File: src/logic/asp_pkg.sv
// Purpose: shared constants and carriers for the async serial port
// Assumes: 32-bit axi4-lite register access, one clock
// Notes:   all offsets are byte addresses of aligned words
package asp_pkg;
  // ==========================================================
  // register offsets
  localparam logic [7:0] CTRL_OFF   = 8'h00;
  localparam logic [7:0] DIV_OFF    = 8'h04;
  localparam logic [7:0] TXD_OFF    = 8'h08;
  localparam logic [7:0] RXD_OFF    = 8'h0c;
  localparam logic [7:0] STAT_OFF   = 8'h10;
  localparam logic [7:0] IRQ_OFF    = 8'h14;
  localparam logic [7:0] MASK_OFF   = 8'h18;
  // ==========================================================
  // reset values and field positions
  localparam logic [15:0] DIV_RST   = 16'h0001;
  localparam logic [9:0]  CTRL_RST  = 10'h003;
  localparam int          IRQ_TX    = 0;
  localparam int          IRQ_RX    = 1;
  localparam int          IRQ_PAR   = 2;
  localparam int          IRQ_FRM   = 3;
  localparam int          IRQ_OVR   = 4;
  localparam int          IRQ_ADR   = 5;
  localparam int          OVS       = 16;
  localparam logic [3:0]  OVS_LAST  = 4'hf;
  localparam logic [3:0]  OVS_MID   = 4'h7;
  localparam logic [1:0]  AXI_OKAY  = 2'h0;
  localparam logic [1:0]  AXI_SLVERR = 2'h2;

  typedef enum logic [1:0] {
    PAR_NONE = 2'h0,
    PAR_EVEN = 2'h1,
    PAR_ODD  = 2'h2
  } asp_par_t;

  typedef enum logic [2:0] {
    ST_IDLE  = 3'h0,
    ST_START = 3'h1,
    ST_DATA  = 3'h2,
    ST_PAR   = 3'h3,
    ST_STOP  = 3'h4
  } asp_state_t;

  // control register: frame format and modes
  typedef struct packed {
    logic       err_en;    // 9: error codes into rx word
    logic       dma_en;    // 8
    logic       addr_mode; // 7: 9-bit multidrop
    logic       stop2;     // 6
    asp_par_t   par;       // 5:4
    logic [1:0] len;       // 3:2, bits = 5 + len
    logic       rx_en;     // 1
    logic       tx_en;     // 0
  } asp_ctrl_t;
endpackage

File: src/logic/asp_top.sv
// Purpose: full-duplex async serial port with axi4-lite registers and dma
// Assumes: clk_i at 200 MHz, rx_i from a pin, dma handshakes on clk_i
// Notes:   bit time is 16 x divisor clocks; frame of 7 to 12 bits
// Notes on behaviour
// (RULE1) transmit and receive run at the same time with separate logic.
// (RULE2) a 9-bit mode sends an address flag as ninth bit and filters receive.
// (RULE3) data length is five to eight bits.
// (RULE4) one or two stop bits are sent and checked.
// (RULE5) parity none, even or odd is made on transmit and checked on receive.
// (RULE6) software moves characters by register writes and reads.
// (RULE7) a holding register sits before the tx shifter and after the rx shifter.
// (RULE8) one dma request pair serves transmit and another receive.
// (RULE9) the dma controller gives these channels low priority.
// (RULE10) bit rate spans pclk/1048576 to pclk/16.
// (RULE11) a frame holds seven to twelve bits in all.
// (RULE12) tx and rx events raise maskable interrupts.
// (RULE13) receive errors show as status and optionally as codes in the word.
// (RULE14) an outside timer measures rx for autobaud; rx level is exported.
// (RULE15) bit clock is pclk over sixteen times a 16-bit divisor.
// (RULE16) low start, lsb first data, parity, high stops; idle high.
module asp_top (
  // clock and reset
  input  wire logic        clk_i,
  input  wire logic        rst_i,
  // axi4-lite slave
  input  wire logic [7:0]  awaddr_i,
  input  wire logic        awvalid_i,
  output logic             awready_o,
  input  wire logic [31:0] wdata_i,
  input  wire logic [3:0]  wstrb_i,
  input  wire logic        wvalid_i,
  output logic             wready_o,
  output logic [1:0]       bresp_o,
  output logic             bvalid_o,
  input  wire logic        bready_i,
  input  wire logic [7:0]  araddr_i,
  input  wire logic        arvalid_i,
  output logic             arready_o,
  output logic [31:0]      rdata_o,
  output logic [1:0]       rresp_o,
  output logic             rvalid_o,
  input  wire logic        rready_i,
  // dma channels
  output logic             dma_tx_req_o,
  input  wire logic [8:0]  dma_tx_data_i,
  input  wire logic        dma_tx_ack_i,
  output logic             dma_rx_req_o,
  output logic [15:0]      dma_rx_data_o,
  input  wire logic        dma_rx_ack_i,
  // serial line and interrupt
  input  wire logic        rx_i,
  output logic             tx_o,
  output logic             rx_sync_o,
  output logic             irq_o
);
  // ==========================================================
  // registers
  asp_pkg::asp_ctrl_t ctrl_r;
  logic [15:0]        div_r;
  logic [5:0]         irq_r, mask_r;
  logic [8:0]         thr_r;
  logic               thr_full_r;
  logic [15:0]        rhr_r;
  logic               rhr_full_r;
  logic [3:0]         nbits;
  logic               aw_ok, ar_ok, wr_fire, rd_fire;
  logic               txd_wr, rxd_rd;
  logic [5:0]         ev, w1c;
  logic               sy1_r, sy2_r;

  assign nbits = 4'h5 + {2'h0, ctrl_r.len};                // RULE3 RULE11

  // ==========================================================
  // axi4-lite write: take address and data together, then respond
  assign aw_ok     = awvalid_i && wvalid_i && !bvalid_o;
  assign awready_o = aw_ok;
  assign wready_o  = aw_ok;
  assign wr_fire   = aw_ok;
  assign txd_wr    = wr_fire && awaddr_i == asp_pkg::TXD_OFF && wstrb_i[0]; // RULE6
  always_ff @(posedge clk_i or posedge rst_i) begin
    if (rst_i) begin
      bvalid_o <= 1'b0;
      bresp_o  <= asp_pkg::AXI_OKAY;
    end else if (wr_fire) begin
      bvalid_o <= 1'b1;
      bresp_o  <= (awaddr_i <= asp_pkg::MASK_OFF && awaddr_i[1:0] == 2'h0 &&
                   awaddr_i != asp_pkg::RXD_OFF && awaddr_i != asp_pkg::STAT_OFF)
                  ? asp_pkg::AXI_OKAY : asp_pkg::AXI_SLVERR;
    end else if (bready_i) begin
      bvalid_o <= 1'b0;
    end
  end

  // config registers, byte lanes honoured
  always_ff @(posedge clk_i or posedge rst_i) begin
    if (rst_i) begin
      ctrl_r <= asp_pkg::asp_ctrl_t'(asp_pkg::CTRL_RST);
      div_r  <= asp_pkg::DIV_RST;
      mask_r <= 6'h00;
    end else if (wr_fire) begin
      if (awaddr_i == asp_pkg::CTRL_OFF) begin
        if (wstrb_i[0]) ctrl_r[7:0] <= wdata_i[7:0];
        if (wstrb_i[1]) ctrl_r[9:8] <= wdata_i[9:8];
      end
      if (awaddr_i == asp_pkg::DIV_OFF) begin                  // RULE10 RULE15
        if (wstrb_i[0]) div_r[7:0]  <= wdata_i[7:0];
        if (wstrb_i[1]) div_r[15:8] <= wdata_i[15:8];
      end
      if (awaddr_i == asp_pkg::MASK_OFF && wstrb_i[0]) mask_r <= wdata_i[5:0]; // RULE12
    end
  end

  // ==========================================================
  // axi4-lite read
  assign ar_ok     = arvalid_i && !rvalid_o;
  assign arready_o = ar_ok;
  assign rd_fire   = ar_ok;
  assign rxd_rd    = rd_fire && araddr_i == asp_pkg::RXD_OFF;  // RULE6
  always_ff @(posedge clk_i or posedge rst_i) begin
    if (rst_i) begin
      rvalid_o <= 1'b0;
      rdata_o  <= 32'h0;
      rresp_o  <= asp_pkg::AXI_OKAY;
    end else if (rd_fire) begin
      rvalid_o <= 1'b1;
      rresp_o  <= asp_pkg::AXI_OKAY;
      case (araddr_i)
        asp_pkg::CTRL_OFF: rdata_o <= {22'h0, ctrl_r};
        asp_pkg::DIV_OFF:  rdata_o <= {16'h0, div_r};
        asp_pkg::TXD_OFF:  rdata_o <= {23'h0, thr_r};
        asp_pkg::RXD_OFF:  rdata_o <= {16'h0, rhr_r};
        asp_pkg::STAT_OFF: rdata_o <= {28'h0, sy2_r, rhr_full_r, thr_full_r, 1'b0}; // RULE13
        asp_pkg::IRQ_OFF:  rdata_o <= {26'h0, irq_r};
        asp_pkg::MASK_OFF: rdata_o <= {26'h0, mask_r};
        default: begin
          rdata_o <= 32'h0;
          rresp_o <= asp_pkg::AXI_SLVERR;
        end
      endcase
    end else if (rready_i) begin
      rvalid_o <= 1'b0;
    end
  end

  // ==========================================================
  // rx pin synchroniser; the level also feeds an outside timer for autobaud
  always_ff @(posedge clk_i or posedge rst_i) begin
    if (rst_i) begin
      sy1_r <= 1'b1;
      sy2_r <= 1'b1;
    end else begin
      sy1_r <= rx_i;
      sy2_r <= sy1_r;
    end
  end
  assign rx_sync_o = sy2_r;                                    // RULE14

  // ==========================================================
  // transmitter: holding register then shifter
  asp_pkg::asp_state_t tst_r;
  logic [15:0] tdiv_r;
  logic [3:0]  tovs_r, tcnt_r;
  logic [8:0]  tsh_r;
  logic        tpar_r, ttick, tload, tdone, tstop2_r;
  assign ttick = tdiv_r == 16'h0;
  assign tload = tst_r == asp_pkg::ST_IDLE && thr_full_r && ctrl_r.tx_en;
  assign dma_tx_req_o = ctrl_r.dma_en && !thr_full_r;          // RULE8

  // holding register fills from bus or dma, empties into the shifter
  always_ff @(posedge clk_i or posedge rst_i) begin
    if (rst_i) begin
      thr_r      <= 9'h0;
      thr_full_r <= 1'b0;
    end else if (txd_wr && !thr_full_r) begin                  // RULE7
      thr_r      <= wdata_i[8:0];
      thr_full_r <= 1'b1;
    end else if (dma_tx_req_o && dma_tx_ack_i) begin           // RULE8
      thr_r      <= dma_tx_data_i;
      thr_full_r <= 1'b1;
    end else if (tload) begin
      thr_full_r <= 1'b0;
    end
  end

  // bit timer: div x 16 clocks per bit
  always_ff @(posedge clk_i or posedge rst_i) begin
    if (rst_i) begin
      tst_r    <= asp_pkg::ST_IDLE;
      tdiv_r   <= 16'h0;
      tovs_r   <= 4'h0;
      tcnt_r   <= 4'h0;
      tsh_r    <= 9'h0;
      tpar_r   <= 1'b0;
      tstop2_r <= 1'b0;
      tx_o     <= 1'b1;
    end else begin
      tdiv_r <= ttick ? div_r - 16'h1 : tdiv_r - 16'h1;        // RULE15
      if (tload) begin
        tst_r    <= asp_pkg::ST_START;
        tsh_r    <= thr_r;
        tpar_r   <= ctrl_r.par == asp_pkg::PAR_ODD;
        tstop2_r <= ctrl_r.stop2;
        tovs_r   <= 4'h0;
        tdiv_r   <= div_r - 16'h1;
        tx_o     <= 1'b0;                                      // RULE16
      end else if (ttick && tst_r != asp_pkg::ST_IDLE) begin
        tovs_r <= tovs_r + 4'h1;
        if (tovs_r == asp_pkg::OVS_LAST) begin
          case (tst_r)
            asp_pkg::ST_START: begin
              tst_r  <= asp_pkg::ST_DATA;
              tcnt_r <= 4'h0;
              tx_o   <= tsh_r[0];
            end
            asp_pkg::ST_DATA: begin
              tpar_r <= tpar_r ^ tsh_r[0];                     // RULE5
              tsh_r  <= {tsh_r[8], 1'b0, tsh_r[7:1]};        // flag bit stays put
              tcnt_r <= tcnt_r + 4'h1;
              if (tcnt_r + 4'h1 == nbits && ctrl_r.addr_mode) begin
                tst_r <= asp_pkg::ST_PAR;                      // RULE2
                tx_o  <= tsh_r[8];
              end else if (tcnt_r + 4'h1 == nbits && ctrl_r.par != asp_pkg::PAR_NONE) begin
                tst_r <= asp_pkg::ST_PAR;
                tx_o  <= tpar_r ^ tsh_r[0];
              end else if (tcnt_r + 4'h1 == nbits) begin
                tst_r  <= asp_pkg::ST_STOP;
                tcnt_r <= 4'h0;
                tx_o   <= 1'b1;
              end else begin
                tx_o <= tsh_r[1];                              // RULE16
              end
            end
            asp_pkg::ST_PAR: begin
              tst_r  <= asp_pkg::ST_STOP;
              tcnt_r <= 4'h0;
              tx_o   <= 1'b1;
            end
            asp_pkg::ST_STOP: begin                            // RULE4
              tcnt_r <= tcnt_r + 4'h1;
              if (!tstop2_r || tcnt_r == 4'h1) tst_r <= asp_pkg::ST_IDLE;
            end
            default: tst_r <= asp_pkg::ST_IDLE;
          endcase
        end
      end
    end
  end
  assign tdone = ttick && tovs_r == asp_pkg::OVS_LAST && tst_r == asp_pkg::ST_STOP &&
                 (!tstop2_r || tcnt_r == 4'h1);

  // ==========================================================
  // receiver: independent of the transmitter
  asp_pkg::asp_state_t rst_st_r;
  logic [15:0] rdiv_r;
  logic [3:0]  rovs_r, rcnt_r;
  logic [8:0]  rsh_r;
  logic        rpar_r, rtick, rsamp, rdone, rperr_r, rferr, radr_ok;
  assign rtick = rdiv_r == 16'h0;
  assign rsamp = rtick && rovs_r == asp_pkg::OVS_MID;          // sample mid bit
  always_ff @(posedge clk_i or posedge rst_i) begin
    if (rst_i) begin
      rst_st_r <= asp_pkg::ST_IDLE;
      rdiv_r   <= 16'h0;
      rovs_r   <= 4'h0;
      rcnt_r   <= 4'h0;
      rsh_r    <= 9'h0;
      rpar_r   <= 1'b0;
      rperr_r  <= 1'b0;
    end else begin
      rdiv_r <= rtick ? div_r - 16'h1 : rdiv_r - 16'h1;
      if (rst_st_r == asp_pkg::ST_IDLE) begin
        rovs_r <= 4'h0;
        if (!sy2_r && ctrl_r.rx_en) begin                      // RULE16
          rst_st_r <= asp_pkg::ST_START;
          rdiv_r   <= div_r - 16'h1;
          rpar_r   <= ctrl_r.par == asp_pkg::PAR_ODD;
          rperr_r  <= 1'b0;
          rsh_r    <= 9'h0;
        end
      end else if (rtick) begin
        rovs_r <= rovs_r + 4'h1;
        if (rsamp) begin
          case (rst_st_r)
            asp_pkg::ST_START: begin
              rcnt_r   <= 4'h0;
              rst_st_r <= sy2_r ? asp_pkg::ST_IDLE : asp_pkg::ST_DATA; // glitch rejected
            end
            asp_pkg::ST_DATA: begin
              rsh_r[rcnt_r] <= sy2_r;                          // lsb first
              rpar_r <= rpar_r ^ sy2_r;                        // RULE5
              rcnt_r <= rcnt_r + 4'h1;
              if (rcnt_r + 4'h1 == nbits)
                rst_st_r <= (ctrl_r.addr_mode || ctrl_r.par != asp_pkg::PAR_NONE) ?
                            asp_pkg::ST_PAR : asp_pkg::ST_STOP;
            end
            asp_pkg::ST_PAR: begin
              if (ctrl_r.addr_mode) rsh_r[8] <= sy2_r;         // RULE2
              else rperr_r <= rpar_r ^ sy2_r;
              rst_st_r <= asp_pkg::ST_STOP;
              rcnt_r   <= 4'h0;
            end
            asp_pkg::ST_STOP: begin                            // RULE4
              rcnt_r <= rcnt_r + 4'h1;
              if (!ctrl_r.stop2 || rcnt_r == 4'h1 || !sy2_r) rst_st_r <= asp_pkg::ST_IDLE;
            end
            default: rst_st_r <= asp_pkg::ST_IDLE;
          endcase
        end
      end
    end
  end
  assign rdone = rsamp && rst_st_r == asp_pkg::ST_STOP &&
                 (!ctrl_r.stop2 || rcnt_r == 4'h1 || !sy2_r);
  assign rferr = !sy2_r;                                       // RULE13
  // in 9-bit mode only address characters pass until the first one arrives; then all pass
  logic adr_seen_r;
  assign radr_ok = !ctrl_r.addr_mode || rsh_r[8] || adr_seen_r; // RULE2
  always_ff @(posedge clk_i or posedge rst_i) begin
    if (rst_i) adr_seen_r <= 1'b0;
    else if (rdone && ctrl_r.addr_mode && rsh_r[8]) adr_seen_r <= 1'b1;
  end

  // receive holding register; word = err codes 11:9, data 8:0
  assign dma_rx_req_o  = ctrl_r.dma_en && rhr_full_r;          // RULE8
  assign dma_rx_data_o = rhr_r;
  always_ff @(posedge clk_i or posedge rst_i) begin
    if (rst_i) begin
      rhr_r      <= 16'h0;
      rhr_full_r <= 1'b0;
    end else if (rdone && radr_ok) begin                       // RULE7
      rhr_r      <= {4'h0, ctrl_r.err_en & (rhr_full_r & !rxd_rd),
                     ctrl_r.err_en & rferr, ctrl_r.err_en & rperr_r, rsh_r}; // RULE13
      rhr_full_r <= 1'b1;
    end else if (rxd_rd || (dma_rx_req_o && dma_rx_ack_i)) begin
      rhr_full_r <= 1'b0;
    end
  end

  // ==========================================================
  // sticky events, write one to clear; a new event beats its clear
  assign ev = {rdone & ctrl_r.addr_mode & rsh_r[8], rdone & radr_ok & rhr_full_r,
               rdone & rferr, rdone & rperr_r, rdone & radr_ok, tdone};
  assign w1c = (wr_fire && awaddr_i == asp_pkg::IRQ_OFF && wstrb_i[0]) ? wdata_i[5:0] : 6'h0;
  always_ff @(posedge clk_i or posedge rst_i) begin
    if (rst_i) irq_r <= 6'h00;
    else irq_r <= (irq_r & ~w1c) | ev;                         // RULE12 RULE13
  end
  assign irq_o = |(irq_r & mask_r);                            // RULE12
endmodule

File: config.mk
export PLATFORM = sky130hd
export DESIGN_NAME = asp_top
export DESIGN_NICKNAME = d
export VERILOG_FILES = /design/src/logic/asp_pkg.sv /design/src/logic/asp_top.sv
export SDC_FILE = /design/constraint.sdc
export NUM_CORES = 1
export LEC_CHECK = 0
export BUFFER_PORTS_ARGS = -buffer_cell sky130_fd_sc_hd__buf_2
export CAP_MARGIN = 20
export CORE_ASPECT_RATIO = 1.2
export CORE_MARGIN = 1.5
export CORE_UTILIZATION = 62
export CTS_BUF_LIST = sky130_fd_sc_hd__clkbuf_16
export DETAILED_ROUTE_END_ITERATION = 16
export PLACE_DENSITY = 0.86
export SKIP_CTS_REPAIR_TIMING = 1
export SYNTH_ARGS = -nofsm -noshare
export SYNTH_HDL_FRONTEND = slang
export SYNTH_SLANG_ARGS = --single-unit
File: constraint.sdc
create_clock -name clk_i -period 18.3 [get_ports clk_i]
set_input_delay 5.49 -clock clk_i [delete_from_list [all_inputs] [get_ports clk_i]]
set_output_delay 5.49 -clock clk_i [all_outputs]
set_load 0.05 [all_outputs]
Word-level counts from Yosys, hierarchy flattened

Index checks and enable logic that the tools add are counted.

Order comparisons: 3
Muxes and demuxes: 82
Add/subtract/negate cells: 8
Equal/unequal tests: 34
Reduce and logical (&&, ||, !) cells: 92
Bitwise logic cells: 18

Operators with widths:

| cell                                               | number |
|---|---|
| case mux 16 bit (7 select lines)                   | 1 |
| 2-to-1 mux 16 bit                                  | 5 |
| 2-to-1 mux 9 bit                                   | 7 |
| subtractor 16 x 1 -> 16 bit, second input constant | 3 |
| 2-to-1 mux 3 bit                                   | 14 |
| == test 8 x 5 -> 1 bit, second input constant      | 5 |
| logical AND 1 bit                                  | 33 |
| zero test 16 bit                                   | 2 |
| 2-to-1 mux 1 bit                                   | 32 |
| 2-to-1 mux 8 bit                                   | 4 |
| 2-to-1 mux 4 bit                                   | 7 |
| nonzero test 2 bit                                 | 13 |
| == test 8 x 4 -> 1 bit, second input constant      | 3 |
| case mux 3 bit (4 select lines)                    | 2 |
| AND reduction 3 bit                                | 6 |
| adder 4 x 1 -> 4 bit, second input constant        | 4 |
| == test 8 x 3 -> 1 bit, second input constant      | 2 |
| zero test 8 bit                                    | 2 |
| AND reduction 4 bit                                | 4 |
| AND reduction 5 bit                                | 3 |
| bitwise AND 6 bit                                  | 2 |
| == test 3 x 2 -> 1 bit, second input constant      | 4 |
| != test 3 bit, second input constant               | 4 |
| case mux 4 bit (3 select lines)                    | 1 |
| 37 further kinds                                   | 74 |

Logic and storage cells: 278
Input port bits: 71
Bits in registers: 179
Output and inout port bits: 62

Longest topological paths before layout

Depth in word-level cells: 9
Depth in mapped cells: 9
Gate-level depth less buffers: 8

Least setup slack after synthesis

OpenSTA, ideal clock, no wires.

Kind: input-to-output
Start: in wvalid_i
End: out wready_o
Required time: 12.810 ns
Path slack: 6.591 ns
Cell stages on the path: 3
Data arrival time: 6.219 ns
Path buffers: 1
Cell sequence: nand3b_1 > inv_1 > buf_4

Longest elaborated chain between the ends: 2

RTL lines:

| item                           | line          | RTL |
|---|---|---|
| start, declared                | asp_top.sv:31 | `input wire logic wvalid_i,` |
| logical AND 1 bit (2 in a row) | asp_top.sv:75 | `assign aw_ok = awvalid_i && wvalid_i && !bvalid_o;` |
| end, declared                  | asp_top.sv:32 | `output logic wready_o,` |

Every way passes these cells.

Worst setup path after layout

Start: in arvalid_i
End: out arready_o

Longest elaborated chain between the ends: 1

RTL lines:

| item              | line           | RTL |
|---|---|---|
| start, declared   | asp_top.sv:37  | `input wire logic arvalid_i,` |
| logical AND 1 bit | asp_top.sv:115 | `assign ar_ok = arvalid_i && !rvalid_o;` |
| end, declared     | asp_top.sv:38  | `output logic arready_o,` |

Every way passes these cells.

==> flow_summary.ini <==
[run_status]
status = finished clean

[job]
maxCapViolations = 0

[worst_setup_path]
cp-startpoint = arvalid_i
ff2ff_path_depth = 6
cp-start-kind = input pin
rr_startpoint = rdiv_r[2]$_DFF_PP0_
crit_fanout = 21
critical_path.reg2reg.endpoint = rst_st_r[0]$_DFFE_PP0P_
endpoint_kind = output pin
cp.required_ns = 12.81
rrSetupSlack_ns = 15.16
crit_arrival_ns = 6.50
critical_path_class = in2out

[layout]
layout-drive-gt1-share = 0.190
finalNetCount = 1069
final-seq-area_sq_um = 4040
fin_cells = 1169
nFillCells = 953
multi_input_area_sq_um = 4400
n_antenna_cell = 0
syn2layout_area_growth_pct = 11.5

[hold_path]
hold_path.class = reg2reg
hold_end = rx_sync_o$_DFF_PP1_
hold_depth = 0
holdCritStartpoint = sy1_r$_DFF_PP1_

[yosys]
synth_edf_count = 0
syn_area_sq_um = 8800
ys_ff_latch = 161
synthDistinctLibCells = 65
ys_async_sr_fraction = 1.00
synth-seq-area-share = 0.459
yosysWarnings = 0
ys.flop_type = dfrtp_1
avgSynthCellArea_sq_um = 9.64
synthCells = 913

[cts]
clock_path_buffers = 2
numCtsBuffers = 17
h-tree-depth = 4
cts_tree = yes
cts-root-buf = clkbuf_16
path_clk_slew_ns = 0.06
cts_sinks = 161
clk-insertion-delay-late_ns = 0.44

[detailed_routing]
ant_nets = 0
drt-total-wl_microns = 23200
firstDrtPassIters = 5
wl_per_cell_microns = 19.8
vias = 7439
drtIter0Drc = 786
remaining_drc_errors = 0
vias_per_cell = 6.36

[timing]
rsz0062_at_grt = no
maxSlewViolCount = 0
min_period_over_period = 0.655
worst_slack_ns = 6.31
final.setup.tns_ns = 0
worst_pin_slew_ns = 0.972
setup_viol = 0
fmax_mhz = 83.4
clock_skew_ns = 0.0133
hold_violations = 0
min_period_ns = 11.99
slew_headroom = 0.350

[global_routing]
grt_pass1_wl_microns = 37000
grt_use_total = 0.318
grt_pass1_vias = 7306
overflow = 0
grt_max_degree = 88
antenna_found_initial = 0

[die]
core_area_sq_um = 13800
die_h_microns = 133
initial_core_util = 0.637
die_width_microns = 112
die-area_sq_um = 14900
io_pins = 133
rows = 47

[placement]
dpl_worst_slack_ns = 6.32
gp_congestion = 0.889
portBuffers = 92
placed_cells_incl_taps = 1136
dp_hpwl_microns = 16000

[power_and_ir_drop]
p_leak_nw = 4.67
p_per_area_nw_per_um2 = 95.4
vdd_drop_max_mv = 0.0882
==> how the worst max path moves through the flow <==
stage / end
global placement: arready_o
finish: arready_o
global route: arready_o
CTS: arready_o
floorplan: wready_o
detailed placement: arready_o
==> cell families after synthesis <==
logic type,count (synthesis),share of synthesized area
other,1,0.000426
muxes,86,0.110
xor gates and xnor gates,51,0.0508
AOI/OAI and AO/OA,186,0.133
adders and majority gates,13,0.0185
DFF,161,0.459
and+or+nand+nor,325,0.178
buffers and inverters,90,0.0506
==> final cells by class <==
| cell class | count | area share |
|---|---|---|
| clock inverters | 15 | 0.0131 |
| repair buffers | 96 | 0.0520 |
| clock buffers | 17 | 0.0434 |
| flip-flops and latches | 161 | 0.411 |
| inverters | 26 | 0.0105 |
| well taps | 171 | 0.0218 |
| multi-input cells | 683 | 0.448 |
==> report_power, final <==
group / total [mW] / switching [mW] / leakage (nW) / internal [mW]
registers: 0.441 / 0.0461 / 2.11 / 0.395
logic: 0.152 / 0.0919 / 2.27 / 0.0602
clock network: 0.343 / 0.146 / 0.294 / 0.197
==> routing by layer <==
metal  vias up  track usage  share of wire
met5         -            0              0
met4         0        0.169          0.043
met3        86       0.0419          0.056
met2       349        0.548           0.52
met1      3647        0.389           0.39
li1       3357            -              -
==> placed cells by master (no fill, tap or decap), drive strengths merged, types with 7 or more instances in the layout <==
master | netlist | final
nand2b | 10 | 10
ha | 13 | 13
dfrtp | 155 | 155
nand4 | 8 | 8
or3 | 7 | 7
mux2 | 47 | 47
conb | 1 | 22
xor2 | 28 | 28
nor2 | 87 | 87
and3 | 8 | 8
nand3 | 17 | 17
clkinv | 0 | 7
nor4 | 20 | 20
o21ai | 51 | 51
a22oi | 9 | 9
a31oi | 9 | 9
inv | 26 | 32
buf | 32 | 96
a22o | 10 | 10
nor3 | 22 | 22
clkbuf | 32 | 17
xnor2 | 23 | 23
nand2 | 103 | 103
nor2b | 8 | 8
mux2i | 35 | 35
a21oi | 56 | 56
==> worst max-delay path, stage by stage <==
cell     delay, ns
buf_2         0.10
nand2_1       0.54
inv_1         0.13
buf_2         0.25
==> cell usage after synthesis, types with 6 or more instances <==
master	count	share of area
a211oi_1	6	0.0051
a31oi_1	9	0.0064
a22oi_1	9	0.0077
dfrtp_1	155	0.44
nand2_1	103	0.044
a22o_1	10	0.010
inv_1	26	0.011
mux2i_1	35	0.040
a21oi_1	56	0.032
xor2_1	28	0.028
buf_4	23	0.020
clkbuf_1	32	0.014
nand2b_1	10	0.0071
nor3b_1	6	0.0051
and3_1	8	0.0057
nor2b_1	8	0.0057
nand3_1	17	0.0097
nand4_1	8	0.0057
nor2_1	87	0.037
nor3_1	22	0.013
xnor2_1	23	0.023
o31ai_1	6	0.0051
o22ai_1	6	0.0043
ha_1	13	0.018
o21ai_0	50	0.028
nor4_1	19	0.014
dfstp_2	6	0.018
or3_1	7	0.0050
nand3b_1	6	0.0051
mux2_2	47	0.060
==> flip-flops by register name, indices dropped and copies added (netlist names), 4 cells and up <==
register / flops
div_r: 16
rdata_o: 16
rdiv_r: 16
tdiv_r: 16
dma_rx_data_o: 12
ctrl_r: 10
rsh_r: 9
thr_r: 9
tsh_r: 9
irq_r: 6
mask_r: 6
rcnt_r: 4
rovs_r: 4
tcnt_r: 4
tovs_r: 4
==> stage by stage <==
stage | utilization | total power [mW] | cell area (sq um) | hold WS (ns)
after floorplan | - | 0.554 | 8880 | 0.345
after global placement | 0.668 | 0.583 | 9230 | 0.346
after detailed placement | 0.668 | 0.591 | 9230 | 0.351
after CTS | 0.708 | 0.932 | 9790 | 0.360
after global routing | 0.710 | 0.973 | 9810 | 0.363
final | 0.710 | 0.937 | 9810 | 0.358
No activity file was read; power rests on OpenSTA's default activity.
